## config.mk

```make
export PLATFORM = sky130hd
export DESIGN_NAME = aei_irq_top
export DESIGN_NICKNAME = d
export VERILOG_FILES = /design/src/verilog/aei_pkg.sv /design/src/verilog/aei_limit_cmp.sv /design/src/verilog/aei_irq_top.sv
export VERILOG_INCLUDE_DIRS = /design/src /design/src/verilog
export SDC_FILE = /design/constraint.sdc
export NUM_CORES = 1
export LEC_CHECK = 0
export ABC_AREA = 1
export ABC_CLOCK_PERIOD_IN_PS = 1550
export BUFFER_PORTS_ARGS = -buffer_cell sky130_fd_sc_hd__buf_2
export CAP_MARGIN = 20
export CORE_UTILIZATION = 39
export CTS_BUF_LIST = sky130_fd_sc_hd__clkbuf_16
export CTS_CLUSTER_DIAMETER = 120
export CTS_CLUSTER_SIZE = 10
export DETAILED_ROUTE_END_ITERATION = 12
export PLACE_DENSITY_LB_ADDON = 0.05
export SYNTH_ARGS = -nofsm -noshare
export SYNTH_HDL_FRONTEND = slang
export SYNTH_SLANG_ARGS = --single-unit
```

## constraint.sdc

```tcl
create_clock -name pclk -period 1.55 [get_ports pclk]
set_input_delay 0.0775 -clock pclk [delete_from_list [all_inputs] [get_ports pclk]]
set_output_delay 0.0775 -clock pclk [all_outputs]
set_load 0.01 [all_outputs]
```

## src/verilog/aei_regs.svh

```systemverilog
// Register offsets, field positions and reset values of the event and interrupt block
`ifndef AEI_REGS_SVH
`define AEI_REGS_SVH

// ----------------------------------------------------------------
// Offsets
// ----------------------------------------------------------------
`define AEI_EVENT_BASE 12'h100
`define AEI_CALIB_EVENT_OFF 12'h110
`define AEI_HALTED_EVENT_OFF 12'h114
`define AEI_UPPER_EVENT_BASE 12'h118
`define AEI_LOWER_EVENT_BASE 12'h11C
`define AEI_CHAN_STRIDE 12'h008
`define AEI_IRQ_ENABLE_OFF 12'h300
`define AEI_PENDING_OFF 12'h400

// ----------------------------------------------------------------
// Enable and flag bit positions
// ----------------------------------------------------------------
`define AEI_BIT_STARTED 0
`define AEI_BIT_BUF_FULL 1
`define AEI_BIT_TASK_DONE 2
`define AEI_BIT_RESULT_READY 3
`define AEI_BIT_CALIB 4
`define AEI_BIT_HALTED 5
`define AEI_BIT_CHAN0 6
`define AEI_NUM_EVENTS 22

// ----------------------------------------------------------------
// Reset values
// ----------------------------------------------------------------
`define AEI_EVENT_RESET 32'h0000_0000
`define AEI_IRQ_ENABLE_RESET 22'h00_0000

`endif

```

## src/verilog/aei_pkg.sv

```systemverilog
// Types shared by the event and interrupt block
package aei_pkg;

    typedef logic [21:0] aei_flags_t;

    // One-cycle event pulses from the converter core
    typedef struct packed {
        logic started;
        logic buf_full;
        logic task_done;
        logic result_ready;
        logic calibration_complete;
        logic converter_halted;
    } aei_core_ev_s;

endpackage : aei_pkg

```

## src/verilog/aei_limit_cmp.sv

```systemverilog
// Per-channel limit comparator for the latest conversion result
`timescale 1ns/10ps
`default_nettype none

module aei_limit_cmp
    import aei_pkg::*;
#(
    parameter int RES_W = 16
)
(
    input wire logic pclk,
    input wire logic presetn,
    input wire logic sample_valid,
    input wire logic signed [RES_W-1:0] sample,
    input wire logic signed [RES_W-1:0] upper_limit,
    input wire logic signed [RES_W-1:0] lower_limit,
    output logic upper_threshold_hit,
    output logic lower_threshold_hit
);

    // ----------------------------------------------------------------
    // Compare, registered so the flag logic sees a clean pulse
    // ----------------------------------------------------------------
    always_ff @(posedge pclk or negedge presetn)
    begin
        if (!presetn)
        begin
            upper_threshold_hit <= 1'b0;
            lower_threshold_hit <= 1'b0;
        end
        else
        begin
            upper_threshold_hit <= sample_valid && (sample >= upper_limit);
            lower_threshold_hit <= sample_valid && (sample <= lower_limit);
        end
    end

endmodule : aei_limit_cmp

`default_nettype wire

```

## src/verilog/aei_irq_top.sv

```systemverilog
// Event flags, interrupt enable mask and interrupt output with APB register access
//
// Behaviour
// - Channel n high flag sets when result >= upper threshold; at 0x118 + 8n.
// - Channel n low flag sets when result <= lower threshold; at 0x11C + 8n.
// - Enable register at 0x300, read-write; bit 0 gates conversion-started.
// - Enable bits 1, 2, 3 gate buffer-full, task-complete and result-ready.
// - Calibration-complete flag sets when calibration finishes; enable bit 4 gates it.
// - Halted flag sets when converter stops; enable bit 5 gates it.
// - Enable bits 6 and 7 gate channel 0 high and low limit events.
// - Flags reset to zero, read 1 when generated, cleared by writing 0 to the event register or 1 to its bit at 0x400.
// - Enable bits 8 to 21 gate channels 1 to 7, high then low.
//
// Chosen here: the APB register port.
`timescale 1ns/10ps
`default_nettype none
`include "aei_regs.svh"

module aei_irq_top
    import aei_pkg::*;
#(
    parameter int NCH = 8,
    parameter int RES_W = 16,
    parameter int CH_W = 3
)
(
    input wire logic pclk,
    input wire logic presetn,
    input wire logic psel,
    input wire logic penable,
    input wire logic pwrite,
    input wire logic [11:0] paddr,
    input wire logic [31:0] pwdata,
    output logic [31:0] prdata,
    output logic pready,
    output logic pslverr,
    input wire aei_core_ev_s core_ev,
    input wire logic signed [RES_W-1:0] result,
    input wire logic [CH_W-1:0] result_chan,
    input wire logic [NCH*RES_W-1:0] upper_limits,
    input wire logic [NCH*RES_W-1:0] lower_limits,
    output logic irq
);

    // ----------------------------------------------------------------
    // Elaboration checks
    // ----------------------------------------------------------------
    // The enable map has room for exactly eight channel pairs
    if (NCH != 8 || (1 << CH_W) < NCH || RES_W < 1 || RES_W > 32)
    begin : g_bad_param
        $error("aei_irq_top: unsupported NCH, CH_W or RES_W");
    end

    // Flag map and header must agree: six core flags, then a pair per channel
    if (`AEI_NUM_EVENTS != `AEI_BIT_CHAN0 + 2 * NCH)
    begin : g_bad_map
        $error("aei_irq_top: flag count does not match the channel count");
    end

    if ($bits(aei_flags_t) != `AEI_NUM_EVENTS)
    begin : g_bad_flags
        $error("aei_irq_top: flag vector width does not match the flag count");
    end

    if ($bits(aei_core_ev_s) != `AEI_BIT_CHAN0)
    begin : g_bad_core
        $error("aei_irq_top: core event count does not match the flag map");
    end

    // ----------------------------------------------------------------
    // Constants
    // ----------------------------------------------------------------
    localparam int NFLAGS = `AEI_NUM_EVENTS;
    localparam aei_flags_t FLAGS_RESET = aei_flags_t'(`AEI_EVENT_RESET);
    localparam aei_flags_t MASK_RESET = `AEI_IRQ_ENABLE_RESET;

    // ----------------------------------------------------------------
    // Declarations
    // ----------------------------------------------------------------
    aei_flags_t flags_r;
    aei_flags_t irq_mask_r;
    aei_flags_t ev_set;
    aei_flags_t sw_set;
    aei_flags_t sw_clr;
    logic [31:0] prdata_r;
    logic pslverr_r;
    logic [NCH-1:0] upper_hit;
    logic [NCH-1:0] lower_hit;
    logic setup_phase;
    logic access_wr;
    logic ev_sel;
    logic [11:0] ev_offs;
    logic [4:0] ev_idx;
    logic mapped;
    aei_flags_t flags_nxt;
    aei_flags_t enabled_pending;
    logic irq_nxt;
    logic [31:0] prdata_nxt;
    logic pslverr_nxt;
    logic mask_sel;
    logic pending_sel;
    logic wr_event;
    logic wr_mask;
    logic wr_pending;

    assign setup_phase = psel && !penable;
    assign access_wr = psel && penable && pwrite && !pslverr_r;

    // Event registers sit one word apart from 0x100 upward: the six core events,
    // then each channel's high and low flag, so the flag index is the word index.
    assign ev_offs = paddr - `AEI_EVENT_BASE;
    assign ev_idx = ev_offs[6:2];
    assign ev_sel = (paddr >= `AEI_EVENT_BASE) && (ev_offs[1:0] == 2'b00)
        && (ev_offs[11:2] < 10'(`AEI_NUM_EVENTS));
    assign mask_sel = (paddr == `AEI_IRQ_ENABLE_OFF);
    assign pending_sel = (paddr == `AEI_PENDING_OFF);
    assign mapped = ev_sel || mask_sel || pending_sel;

    // Write strobes: one access cycle each, unmapped writes already dropped
    assign wr_event = access_wr && ev_sel;
    assign wr_mask = access_wr && mask_sel;
    assign wr_pending = access_wr && pending_sel;

    // ----------------------------------------------------------------
    // Limit comparators, one per channel
    // ----------------------------------------------------------------
    for (genvar n = 0; n < NCH; n++)
    begin : g_chan
        // Only the channel named with the result may compare against its limits
        logic chan_valid;
        assign chan_valid = core_ev.result_ready && (result_chan == CH_W'(n));

        aei_limit_cmp #(
            .RES_W(RES_W)
        ) u_cmp (
            .pclk(pclk),
            .presetn(presetn),
            .sample_valid(chan_valid),
            .sample(result),
            .upper_limit(upper_limits[n*RES_W +: RES_W]),
            .lower_limit(lower_limits[n*RES_W +: RES_W]),
            .upper_threshold_hit(upper_hit[n]),
            .lower_threshold_hit(lower_hit[n])
        );
        assign ev_set[`AEI_BIT_CHAN0 + 2*n] = upper_hit[n];
        assign ev_set[`AEI_BIT_CHAN0 + 2*n + 1] = lower_hit[n];
    end

    assign ev_set[`AEI_BIT_STARTED] = core_ev.started;
    assign ev_set[`AEI_BIT_BUF_FULL] = core_ev.buf_full;
    assign ev_set[`AEI_BIT_TASK_DONE] = core_ev.task_done;
    assign ev_set[`AEI_BIT_RESULT_READY] = core_ev.result_ready;
    assign ev_set[`AEI_BIT_CALIB] = core_ev.calibration_complete;
    assign ev_set[`AEI_BIT_HALTED] = core_ev.converter_halted;

    // ----------------------------------------------------------------
    // Software writes to the flags
    // ----------------------------------------------------------------
    // Writing 0 to an event register clears it, writing 1 raises it,
    // which lets software exercise the interrupt path without the core.
    always_comb
    begin
        sw_set = '0;
        sw_clr = '0;
        if (wr_event)
        begin
            sw_set[ev_idx] = pwdata[0];
            sw_clr[ev_idx] = !pwdata[0];
        end
        else if (wr_pending)
        begin
            sw_clr = pwdata[21:0];
        end
    end

    // ----------------------------------------------------------------
    // Sticky flags
    // ----------------------------------------------------------------
    // A hardware event in the clearing cycle survives: set wins over clear
    for (genvar i = 0; i < NFLAGS; i++)
    begin : g_flag
        logic set_any;
        logic keep_old;
        assign set_any = sw_set[i] || ev_set[i];
        assign keep_old = flags_r[i] && !sw_clr[i];
        assign flags_nxt[i] = set_any || keep_old;
    end

    always_ff @(posedge pclk or negedge presetn)
    begin
        if (!presetn)
        begin
            flags_r <= FLAGS_RESET;
        end
        else
        begin
            flags_r <= flags_nxt;
        end
    end

    // ----------------------------------------------------------------
    // Interrupt enable mask
    // ----------------------------------------------------------------
    always_ff @(posedge pclk or negedge presetn)
    begin
        if (!presetn)
        begin
            irq_mask_r <= MASK_RESET;
        end
        else if (wr_mask)
        begin
            irq_mask_r <= pwdata[21:0];
        end
    end

    // ----------------------------------------------------------------
    // Interrupt output
    // ----------------------------------------------------------------
    // Judged on the next flag state so the output tracks the flags edge for edge;
    // a mask change takes effect one edge later, the price of a registered output
    always_comb
    begin
        enabled_pending = flags_nxt & irq_mask_r;
        irq_nxt = |enabled_pending;
    end

    always_ff @(posedge pclk or negedge presetn)
    begin
        if (!presetn)
        begin
            irq <= 1'b0;
        end
        else
        begin
            irq <= irq_nxt;
        end
    end

    // ----------------------------------------------------------------
    // APB read data and error
    // ----------------------------------------------------------------
    // Captured in the setup cycle, so every access completes with no wait state
    always_comb
    begin
        prdata_nxt = prdata_r;
        pslverr_nxt = pslverr_r;
        if (setup_phase)
        begin
            pslverr_nxt = !mapped;
            if (ev_sel)
            begin
                prdata_nxt = {31'h0000_0000, flags_r[ev_idx]};
            end
            else if (mask_sel)
            begin
                prdata_nxt = {10'h000, irq_mask_r};
            end
            else if (pending_sel)
            begin
                prdata_nxt = {10'h000, flags_r};
            end
            else
            begin
                // Unmapped reads return zero alongside the error
                prdata_nxt = 32'h0000_0000;
            end
        end
    end

    always_ff @(posedge pclk or negedge presetn)
    begin
        if (!presetn)
        begin
            prdata_r <= 32'h0000_0000;
        end
        else
        begin
            prdata_r <= prdata_nxt;
        end
    end

    // Error is held from setup and shown only while the access phase lasts
    always_ff @(posedge pclk or negedge presetn)
    begin
        if (!presetn)
        begin
            pslverr_r <= 1'b0;
        end
        else
        begin
            pslverr_r <= pslverr_nxt;
        end
    end

    assign prdata = prdata_r;
    assign pslverr = pslverr_r && psel && penable;
    assign pready = 1'b1;

endmodule : aei_irq_top

`default_nettype wire

```

; ---- Word-level counts from Yosys, hierarchy flattened
; Cells that the tools add are included.
[op_classes]
addsub = 1
order_cmp = 20
eq_ne = 9
muxes = 10
bitwise_logic = 3
reduce_logical = 133
[ops]
columns = op, n
row1 = $mux W22, 6
row2 = $ge A16 B16 Y1, 8
row3 = $le A16 B16 Y1, 8
row4 = $and A22 B22 Y22, 3
row5 = $logic_and A1 B1 Y1, 58
row6 = $logic_or A1 B1 Y1, 46
row7 = $logic_not A1 Y1, 26
row8 = $reduce_or A22 Y1, 1
row9 = $eq A12 B10 Y1 const B, 1
row10 = $eq A12 B11 Y1 const B, 1
row11 = $eq A3 B3 Y1 const B, 4
row12 = $ge A12 B9 Y1 const B, 1
row13 = $sub A12 B9 Y12 const B, 1
row14 = $lt A10 B5 Y1 const B, 1
row15 = $eq A3 B2 Y1 const B, 2
row16 = $lt A5 B6 Y1 const B, 1
row17 = $bmux W1 S5, 1
row18 = $demux W1 S5, 1
row19 = $ge A5 B1 Y1 const B, 1
row20 = $eq A3 B1 Y1 const B, 1
row21 = $logic_not A3 Y1, 1
row22 = $logic_not A2 Y1, 1
row23 = $mux W1, 2
[word_totals]
regBits = 94
input_bits = 330
out_inout_bits = 35
elab_cells = 197

; ---- Depth between registers and ports, before layout
; Gate-level depths: netlist (run 1).
[depth]
word_depth = 12
mapped_depth = 16
mapped_depth_nobuf = 15

; ---- Cells and area by module
; A second synthesis (run 1) with hierarchy kept.
[unflattened]
hier_cells = 1916
hier_area_um2 = 12149.2
[modules_own_cells]
columns = module, n_inst, cells_each, area_each_um2, seq_area_each_um2
row1 = aei_limit_cmp, 8, 167, 992.2, 50.0
row2 = aei_irq_top, 1, 580, 4211.5, 1701.6

; ---- Least setup slack after synthesis (run 1)
; No wires, ideal clock.
[synth_timing]
path_type = register to register
start = register pslverr_r
end = register irq
setup_ns = 0.119
t_arrival_ns = 1.541
required_ns = 1.431
slack_ns = -0.110
stages_incl_launch_ff = 16
n_path_buf = 1
period_less_slack_ns = 1.660
cell_sequence = dfrtp_1 -> inv_1 -> nand4_1 -> inv_1 -> nand3_4 -> clkinv_2 -> buf_6 -> nand2_1 -> nand3_2 -> nand2_2 -> nand2_1 -> nand2_1 -> nor2_1 -> nand2_1 -> nor2_1 -> nand2_1
[synth_between]
elab_chain_len = 10
elab_cells_between_ends = 97
classes_between = mux (3) / bitwise (1) / reduce/logical (93)
[synth_rtl]
columns = element, line_no
row1 = start: declaration, aei_irq_top.sv:86  ; logic pslverr_r;
row2 = start signal: assignment, aei_irq_top.sv:291  ; pslverr_r <= pslverr_nxt;
row3 = $logic_not A1 Y1 (*), aei_irq_top.sv:107  ; assign access_wr = psel && penable && pwrite && !pslverr_r;
row4 = $logic_and A1 B1 Y1 (*), aei_irq_top.sv:107
row5 = $logic_and A1 B1 Y1, aei_irq_top.sv:122  ; assign wr_pending = access_wr && pending_sel;
row6 = $mux W22, aei_irq_top.sv:170  ; else if (wr_pending)
row7 = $mux W22, aei_irq_top.sv:165  ; if (wr_event)
row8 = $logic_not A1 Y1, aei_irq_top.sv:185  ; assign keep_old = flags_r[i] && !sw_clr[i];
row9 = $logic_and A1 B1 Y1, aei_irq_top.sv:185
row10 = $logic_or A1 B1 Y1 (*), aei_irq_top.sv:186  ; assign flags_nxt[i] = set_any || keep_old;
row11 = net flags_nxt[10], aei_irq_top.sv:95  ; aei_flags_t flags_nxt;
row12 = $and A22 B22 Y22 (*), aei_irq_top.sv:223  ; enabled_pending = flags_nxt & irq_mask_r;
row13 = $reduce_or A22 Y1 (*), aei_irq_top.sv:224  ; irq_nxt = |enabled_pending;
row14 = net irq_nxt, aei_irq_top.sv:97  ; logic irq_nxt;
row15 = end signal: assignment, aei_irq_top.sv:235  ; irq <= irq_nxt;
row16 = end: declaration, aei_irq_top.sv:42  ; output logic irq
; Mark *: on every way through the listed nets, which the timed path passes. The rest lies on a longest branch.
; A chain may end at the register's enable or synchronous reset.

; ---- Worst setup path in the final report (run 1)
; Ends and elaborated chain as after synthesis.

==> results of run 1 <==
==> per-layer routing <==
layer  track usage, %  wire (um)
met1             35.8      18500
met2             47.1      18800
met3             5.04       2520
met5                0         34
met4             8.07       1050
==> cells by family (layout without fill, tap and decap cells) <==
| logic type | after synthesis | in the layout |
|---|---|---|
| AOI/OAI and AO/OA | 261 | 261 |
| adders and majority gates | 256 | 256 |
| buffers and inverters | 398 | 913 |
| DFF | 84 | 84 |
| muxes | 1 | 1 |
| other | 2 | 15 |
| and+or+nand+nor | 611 | 611 |
==> flip-flops by register name, summed over array words and instances, names as in the netlist <==
signal,flops
flags_r,22
pslverr_r,1
prdata,22
g_chan.u_cmp.lower_threshold_hit,8
irq,1
irq_mask_r,22
g_chan.u_cmp.upper_threshold_hit,8
==> area by class of cell <==
cell class | instances | share of cell area [%]
Clock buffer | 9 | 1.46
Tap cell | 378 | 3.08
Antenna cell | 4 | 0.0651
Clock inverter | 7 | 0.488
Sequential cell | 84 | 13.7
Inverter | 369 | 9.09
Timing Repair Buffer | 528 | 21.8
Multi-Input combinational cell | 1140 | 50.3
==> critical path, cell delays in order (launching register included) <==
cell,delay (ns)
dfrtp_1,0.37
inv_2,0.05
nand4_1,0.18
inv_2,0.21
nand3_4,0.13
buf_6,0.16
nor2_1,0.11
nor2_1,0.05
nand2_1,0.05
nand2_1,0.06
nand2_1,0.06
nand2_1,0.05
nor2_1,0.10
nand2_1,0.07
nor2_1,0.10
nand2_1,0.07
==> where the power goes <==
part / total [uW] / leakage (uW) / internal (uW) / switching (uW)
Sequential: 2400 / 0.000978 / 2320 / 86.4
Clock: 2220 / 0.000138 / 1260 / 962
Combinational: 3280 / 0.00827 / 1490 / 1790
Total: 7900 / 0.00938 / 5070 / 2830
==> timing repair <==
action,CTS,global route
pin swaps,3,32
gates cloned,0,2
resized for setup,13,83
endpoints found under the hold margin,90,0
setup buffers,1,1
setup endpoints to repair,8,52
hold buffers,7,0
==> cell usage in the layout (no fill, tap or decap), types with 14 or more instances in the layout <==
cell | Yosys | layout
nand4_1 | 41 | 41
o211ai_1 | 16 | 16
buf_4 | 12 | 171
nor3_1 | 20 | 18
buf_2 | 6 | 327
nand3_2 | 10 | 16
o21ai_0 | 34 | 31
inv_1 | 367 | 365
ha_1 | 256 | 253
nand3_1 | 79 | 72
a21oi_1 | 137 | 132
nor2_1 | 122 | 103
nor2_2 | 0 | 14
dfrtp_1 | 84 | 84
o22ai_1 | 14 | 14
nand2_1 | 309 | 305
==> worst max path at each step <==
stage	from	to	slack, ns	cells past startpoint
2_1_floorplan	pslverr_r	irq	-0.05	15
3_3_place_gp	result[15]	g_chan[1].u_cmp.upper_threshold_hit	-0.52	10
3_5_place_dp	result[15]	g_chan[1].u_cmp.upper_threshold_hit	-0.53	10
4_1_cts	pslverr_r	irq	-0.29	13
5_1_grt	pslverr_r	irq	-0.52	15
6_report	pslverr_r	irq	-0.36	15
==> metrics by stage <==
stage | setup TNS (ns) | utilization, %
after CTS | -0.329 | 53.8
after global routing | -1.54 | 55.0
after floorplan | -0.0488 | -
after detailed placement | -6.92 | 52.3
final | -0.474 | 55.0
after global placement | -7.20 | 52.3
==> impl_metrics.env, run 1 <==
export IMPL_drc_errors=0
export IMPL_min_path_cells=2
export IMPL_gp_congestion=0.941
export IMPL_clk_pin_slew_worst_paths_ns=0.07
export IMPL_cts_root_buf="clkbuf_16"
export IMPL_coreArea_sq_mm=0.0279
export IMPL_finalCriticalPeriod_ns=1.91
export IMPL_cp_max_fo=5
export IMPL_slew_viol_final=0
export IMPL_num_vias=12300
export IMPL_finClkSkew_ns=0.00843
export IMPL_rows=61
export IMPL_finalPower_uw=7900
export IMPL_yosysMostFrequentCell="inv_1"
export IMPL_ir_drop_mv=0.362
export IMPL_synthMuxAreaShare_pct=0.101
export IMPL_syn_to_final_growth_pct=38.1
export IMPL_worstPathArrival_ns=2.15
export IMPL_postSynthAreaPerCell_sq_um=6.91
export IMPL_cts_tree="yes"
export IMPL_antenna_found_initial=7
export IMPL_synthSimpleGateAreaFrac_pct=24.3
export IMPL_violations="negative setup slack"
export IMPL_grt_pass1_wl_mm=61.6
export IMPL_layout_drive_gt1_share_pct=28.8
export IMPL_required_ns=1.79
export IMPL_layout_cells_non_filler=2519
export IMPL_fin_ws_ns=-0.361
export IMPL_leakage_uw=0.00938
export IMPL_cts_sinks=84
export IMPL_dp_hpwl_mm=33.5
export IMPL_nets=2718
export IMPL_start_kind="flip-flop"
export IMPL_grt_overflow=0
export IMPL_placedCellCount=2489
export IMPL_syn_area_sq_mm=0.0111
export IMPL_die_width_um=171
export IMPL_worstMarginPinSlew_ns=0.529
export IMPL_drv_cap=0
export IMPL_rsz0062_at_grt="yes"
export IMPL_die_area_sq_mm=0.0292
export IMPL_ios=365
export IMPL_first_pass_iters=5
export IMPL_final_cell_area_sq_mm=0.0154
export IMPL_hold_slack_ns=0.0103
export IMPL_synth_largest_area_cell="ha_1"
export IMPL_yosysWarningCount=0
export IMPL_portBuffers=343
export IMPL_htreeDepth=3
export IMPL_slew_headroom_pct=64.7
export IMPL_ff2ff_path_depth=15
export IMPL_synth_compound_area_share_pct=13.9
export IMPL_detail_route_wl_per_cell_um=16.2
export IMPL_synth_top_family_by_area="adder cells"
export IMPL_grt_pass1_vias=12000
export IMPL_ys_seq_area_share_pct=18.9
export IMPL_hold_path_class="input pin to flip-flop"
export IMPL_r2r_end="irq"
export IMPL_nFillCells=2879
export IMPL_synth_xor_xnor_area_share_pct=0
export IMPL_regArea_sq_mm=0.00210
export IMPL_drt_initial_drc_count=740
export IMPL_ys_ff_latch=84
export IMPL_synthArstFlopShare_pct=100
export IMPL_start_util_pct=39.9
export IMPL_grt_use_total_pct=27.8
export IMPL_status="finished with violations"
export IMPL_setup_viol=5
export IMPL_reg2reg_from="pslverr_r"
export IMPL_clockBufferDepth=2
export IMPL_fmax_mhz=523
export IMPL_syn_inst=1613
export IMPL_worstSetupPathType="flip-flop to flip-flop"
export IMPL_synthTopCellsByCount="inv_1, nand2_1, ha_1"
export IMPL_fp_dieH_um=171
export IMPL_multi_input_area_sq_mm=0.00773
export IMPL_wl_mm=40.9
export IMPL_ys_flop_type="dfrtp_1"
export IMPL_yosysTopAreaCellShare_pct=28.8
export IMPL_grt_max_degree=85
export IMPL_period_share_pct=123
export IMPL_place_ws_ns=-0.529
export IMPL_rrSetupSlack_ns=-0.36
export IMPL_numCtsBuffers=9
export IMPL_power_density_mw_per_mm2=514
export IMPL_clk_latency_ns=0.35
export IMPL_dpl_cell_area_sq_mm=0.0146
export IMPL_min_delay_worst_endpoint="irq_mask_r[20]"
export IMPL_hold_viol_final=0
export IMPL_synthAdderAreaFrac_pct=28.8
export IMPL_ys_types=43
export IMPL_ys_top_cells_by_area="ha_1, dfrtp_1, inv_1"
export IMPL_ant_nets=0
export IMPL_synth_edff_count=0
export IMPL_via_per_inst=4.88
export IMPL_hold_path_startpoint="pwdata[20]"
export IMPL_endpoint_kind="flip-flop"
(Power assumes the default switching activity.)
==> run 2, diff against run 1 <==
- CORE_UTILIZATION: 39 -> 46
==> impl_metrics.env, run 2 (synthesis gave the netlist of run 1 again) <==
export IMPL_first_pass_iters=5
export IMPL_cts_root_buf="clkbuf_16"
export IMPL_drc_errors=0
export IMPL_violations="negative setup slack"
export IMPL_antenna_cells=0
export IMPL_postLayoutCoreUtil_pct=63.9
export IMPL_grt_overflow=0
export IMPL_slew_viol_final=0
export IMPL_syn_to_final_growth_pct=35.5
export IMPL_endpoint_kind="flip-flop"
export IMPL_clk_latency_ns=0.35
export IMPL_setup_viol=6
export IMPL_worstMarginPinSlew_ns=0.791
export IMPL_clk_pin_slew_worst_paths_ns=0.07
export IMPL_cts_sinks=84
export IMPL_wl_mm=39.2
export IMPL_cts_tree="yes"
export IMPL_die_area_sq_mm=0.0248
export IMPL_dp_hpwl_mm=32.7
export IMPL_finalCriticalPeriod_ns=1.90
export IMPL_clockBufferDepth=2
export IMPL_ios=365
export IMPL_grt_max_degree=49
export IMPL_hold_path_class="input pin to flip-flop"
export IMPL_num_vias=12500
export IMPL_fp_dieH_um=158
export IMPL_power_density_mw_per_mm2=509
export IMPL_drv_cap=0
export IMPL_place_ws_ns=-0.424
export IMPL_worstPathArrival_ns=2.15
export IMPL_coreArea_sq_mm=0.0236
export IMPL_leakage_uw=0.00932
export IMPL_ant_nets=0
export IMPL_numCtsBuffers=9
export IMPL_portBuffers=343
export IMPL_hold_viol_final=0
export IMPL_grt_pass1_vias=12300
export IMPL_final_common_cell="inv_1"
export IMPL_gp_congestion=0.939
export IMPL_cp_max_fo=6
export IMPL_antenna_found_initial=0
export IMPL_status="finished with violations"
export IMPL_grt_pass1_wl_mm=60.6
export IMPL_htreeDepth=3
export IMPL_fin_ws_ns=-0.354
export IMPL_nets=2714
export IMPL_worstSetupPathType="flip-flop to flip-flop"
export IMPL_slew_headroom_pct=47.2
export IMPL_start_util_pct=47.2
export IMPL_via_per_inst=5.10
export IMPL_fin_tns_setup_ns=-0.666
export IMPL_required_ns=1.80
export IMPL_fmax_mhz=525
export IMPL_drt_initial_drc_count=673
export IMPL_rows=56
export IMPL_finClkSkew_ns=0.00618
export IMPL_hold_slack_ns=0.00971
export IMPL_rrSetupSlack_ns=-0.35
export IMPL_detail_route_wl_per_cell_um=16.0
export IMPL_start_kind="flip-flop"
export IMPL_ir_drop_mv=0.423
export IMPL_grt_use_total_pct=31.8
export IMPL_layout_common_cells="inv_1, buf_2, nand2_1, ha_1, buf_4"
export IMPL_period_share_pct=123
export IMPL_layout_drive_gt1_share_pct=27.8
export IMPL_die_width_um=158
export IMPL_rsz0062_at_grt="yes"
## run 2: cell types whose count changed in the layout (fill, tap and decap cells not counted), moves of 3 or more
cell	change
nor2_1	+13
buf_4	-9
nor2_2	-8
buf_2	+6
a21oi_1	+5
a21oi_2	-5
nor2_4	-5
diode_2	-4
clkbuf_4	+3
nand3_1	+3
## run 2: cell type report
cell class              count  area (sq um)
well taps                 319           399
fillers                  2262          8520
flip-flops and latches     84          2100
multi-input cells        1140          7660
clock buffers               9           225
repair inverters            1          8.76
repair buffers            523          3270
clock inverters             6          35.0
inverters                 369          1400
## run 2: routing by layer
metal | GRT usage [%] | wire length [um] | vias to the layer above
li1 | - | - | 6306
met4 | 11.9 | 1220 | 0
met1 | 39.0 | 17100 | 5719
met2 | 57.8 | 19100 | 412
met3 | 2.30 | 1750 | 75
met5 | 0 | 0 | -
## run 2: through the flow
stage | area [sq um] | std cells | total power, uW
2_1_floorplan | 11200 | 1622 | 4090
3_3_place_gp | 14400 | 2417 | 5500
3_5_place_dp | 14400 | 2417 | 5580
4_1_cts | 14900 | 2445 | 7610
5_1_grt | 15100 | 2451 | 8200
6_report | 15100 | 2451 | 7680
## run 2: path summary, 6_finish.rpt
path                                                     start       endpoint  cells past startpoint
min                                                  pwdata[4]  irq_mask_r[4]                      3
min in group asynchronous                              presetn      prdata[0]                      2
max                                                  pslverr_r            irq                     15
max in group asynchronous                              presetn     flags_r[8]                      3
max reg2reg                                          pslverr_r            irq                     15
min reg2reg                g_chan[1].u_cmp.lower_threshold_hit     flags_r[9]                      2
## run 2: where the power goes
part	internal [uW]	total [uW]	switching [uW]
sequential	2320	2410	88.3
combinational	1510	3280	1770
clock	1060	2000	936
## run 2: critical path: stages, from the launching register on
cell and delay [ns]:
dfrtp_1 0.39, inv_2 0.07, nand4_1 0.13, inv_2 0.16
nand3_4 0.18, clkinv_8 0.11, buf_4 0.11, nand3_2 0.05
nand3_2 0.08, nand2_2 0.05, nand2_1 0.05, nand2_1 0.08
nor2_1 0.13, nand2_1 0.06, nor2_1 0.08, nand2_1 0.05
## run 2: timing repair
item | 4_1_cts | 5_1_grt
endpoints found under the setup margin | 4 | 31
hold endpoints to repair | 89 | 0
cloned | 0 | 1
hold buffers | 6 | 0
pin swaps | 8 | 10
buffers inserted | 7 | 5
resized for setup | 17 | 37
==> run 3, diff against run 2 <==
- CORE_MARGIN: not set -> 2
- CORE_UTILIZATION: 46 -> 48
==> impl_metrics.env, run 3 (synthesis gave the netlist of run 1 again) <==
export IMPL_grt_pass1_wl_mm=60.5
export IMPL_final_common_cell="inv_1"
export IMPL_p_switching_uw=2740
export IMPL_slew_viol_final=0
export IMPL_coreArea_sq_mm=0.0227
export IMPL_finalPower_uw=7740
export IMPL_drt_initial_drc_count=708
export IMPL_worstMarginPinSlew_ns=0.760
export IMPL_rsz0062_at_grt="yes"
export IMPL_worstSetupPathType="flip-flop to flip-flop"
export IMPL_detail_route_wl_per_cell_um=16.3
export IMPL_fp_dieH_um=156
export IMPL_rows=55
export IMPL_ir_drop_mv=0.511
export IMPL_layout_drive_gt1_share_pct=27.8
export IMPL_cp_slowest_cell="dfrtp_1"
export IMPL_start_util_pct=49.0
export IMPL_crit_chain="inv_2 > nand4_1 > inv_2 > buf_6 > buf_4 > nand4_1 > nand2_1 > inv_1 > nand2_1 > nand2_1 > nand2_1 > nand2_1 > nor2_2 > nand2_1 > nor2_1 > nand2_1"
export IMPL_power_frac_seq_pct=31.1
export IMPL_pwr_share_comb_pct=41.6
export IMPL_setup_viol=1
export IMPL_cts_root_buf="clkbuf_16"
export IMPL_slew_headroom_pct=49.2
export IMPL_num_vias=12600
export IMPL_die_width_um=156
export IMPL_intPower_uw=5000
export IMPL_cts_tree="yes"
export IMPL_grt_max_degree=40
export IMPL_crit_top_cell="nand2_1"
export IMPL_start_kind="flip-flop"
export IMPL_syn_to_final_growth_pct=35.7
export IMPL_finClkSkew_ns=0.00799
export IMPL_hold_path_class="input pin to flip-flop"
export IMPL_clk_pin_slew_worst_paths_ns=0.07
export IMPL_hold_viol_final=0
export IMPL_drc_errors=0
export IMPL_antenna_found_initial=1
export IMPL_p_sw_share_pct=35.4
export IMPL_power_frac_clock_pct=27.3
export IMPL_gp_congestion=0.966
export IMPL_layout_common_cells="inv_1, buf_2, nand2_1, ha_1, buf_4"
export IMPL_grt_use_total_pct=31.8
export IMPL_clk_latency_ns=0.34
export IMPL_violations="negative setup slack"
export IMPL_die_area_sq_mm=0.0244
export IMPL_cts_sinks=84
export IMPL_cp_max_fo=5
export IMPL_cp_slowest_stage_delay_ns=0.37
export IMPL_fmax_mhz=540
export IMPL_power_density_mw_per_mm2=512
export IMPL_drv_cap=0
export IMPL_hold_slack_ns=0.00816
export IMPL_portBuffers=343
export IMPL_leakage_uw=0.00938
export IMPL_finalCriticalPeriod_ns=1.85
export IMPL_grt_pass1_vias=12200
export IMPL_status="finished with violations"
export IMPL_place_ws_ns=-0.391
export IMPL_numCtsBuffers=9
export IMPL_worstPathArrival_ns=2.08
export IMPL_first_pass_iters=5
export IMPL_wl_mm=39.5
export IMPL_clockBufferDepth=2
export IMPL_htreeDepth=3
export IMPL_grt_overflow=0
export IMPL_required_ns=1.78
export IMPL_placedCellCount=2391
export IMPL_via_per_inst=5.19
export IMPL_layout_cells_non_filler=2423
export IMPL_ios=365
export IMPL_nFillCells=2095
export IMPL_period_share_pct=119
export IMPL_dp_hpwl_mm=33.0
export IMPL_fin_ws_ns=-0.301
export IMPL_ant_nets=0
export IMPL_endpoint_kind="flip-flop"
export IMPL_nets=2718
==> run 3: cell types whose count changed in the layout (fill, tap and decap cells not counted), moves of 3 or more <==
cell,previous run,this run
buf_12,10,7
buf_4,162,167
nand2_2,15,11
nand3_1,75,78
nand3_2,14,11
nor2_4,2,5
==> run 3: critical path: cells and delay by family (launching register included) <==
family	cells	cell delay [ns]
buffers and inverters	5	0.48
AND/OR/NAND/NOR	11	0.86
flip-flops	1	0.37
==> run 3: what timing repair did <==
item / 4_1_cts / 5_1_grt
gates resized for setup: 12 / 45
cloned: 0 / 4
hold buffers: 7 / 0
endpoints found under the hold margin: 34 / 0
buffers inserted: 3 / 3
pin swaps: 4 / 15
setup endpoints to repair: 3 / 46
==> run 3: worst paths after layout <==
check                                                    startpoint                                   to  slack (ns)  cells past startpoint
worst max register to register                            pslverr_r                                  irq       -0.30                     16
max in group asynchronous                                   presetn  g_chan[5].u_cmp.upper_threshold_hit        0.74                      3
worst min-delay path                                      pwdata[6]                        irq_mask_r[6]       0.008                      3
min in group asynchronous                                   presetn                           prdata[20]        0.20                      2
worst max-delay path                                      pslverr_r                                  irq       -0.30                     16
worst min register to register  g_chan[5].u_cmp.upper_threshold_hit                          flags_r[16]        0.46                      2
==> run 3: metrics by stage <==
| stage | TNS, ns | util, % | instance area (sq um) |
|---|---|---|---|
| finish | -0.301 | 66.5 | 15100 |
| CTS | -0.269 | 65.4 | 14900 |
| global placement | -6.10 | 63.6 | 14400 |
| floorplan | -0.0488 | - | 11200 |
| global route | -0.743 | 66.5 | 15100 |
| detailed placement | -6.67 | 63.6 | 14400 |
==> run 3: layout make-up <==
cell class	count	area (sq um)	share of cell area [%]
Multi-Input combinational cell	1141	7670	50.8
Timing Repair Buffer	527	3300	21.8
Antenna cell	1	2.50	0.0166
Inverter	369	1400	9.25
Clock buffer	9	225	1.49
Tap cell	285	357	2.36
Sequential cell	84	2100	13.9
Clock inverter	7	60.1	0.397
==> run 3: layer usage <==
metal | track usage, % | routed length (um)
met1 | 40.3 | 16900
met2 | 56.4 | 18900
met3 | 2.99 | 2420
met4 | 11.1 | 1280
met5 | 0 | 0
==> run 3: power by group through the flow <==
stage	Sequential, uW	Combinational, uW	Clock, uW
2_1_floorplan	2420	1670	0
3_3_place_gp	2440	3030	0
3_5_place_dp	2440	3090	0
4_1_cts	2400	3140	2140
5_1_grt	2420	3640	2240
6_report	2410	3220	2110
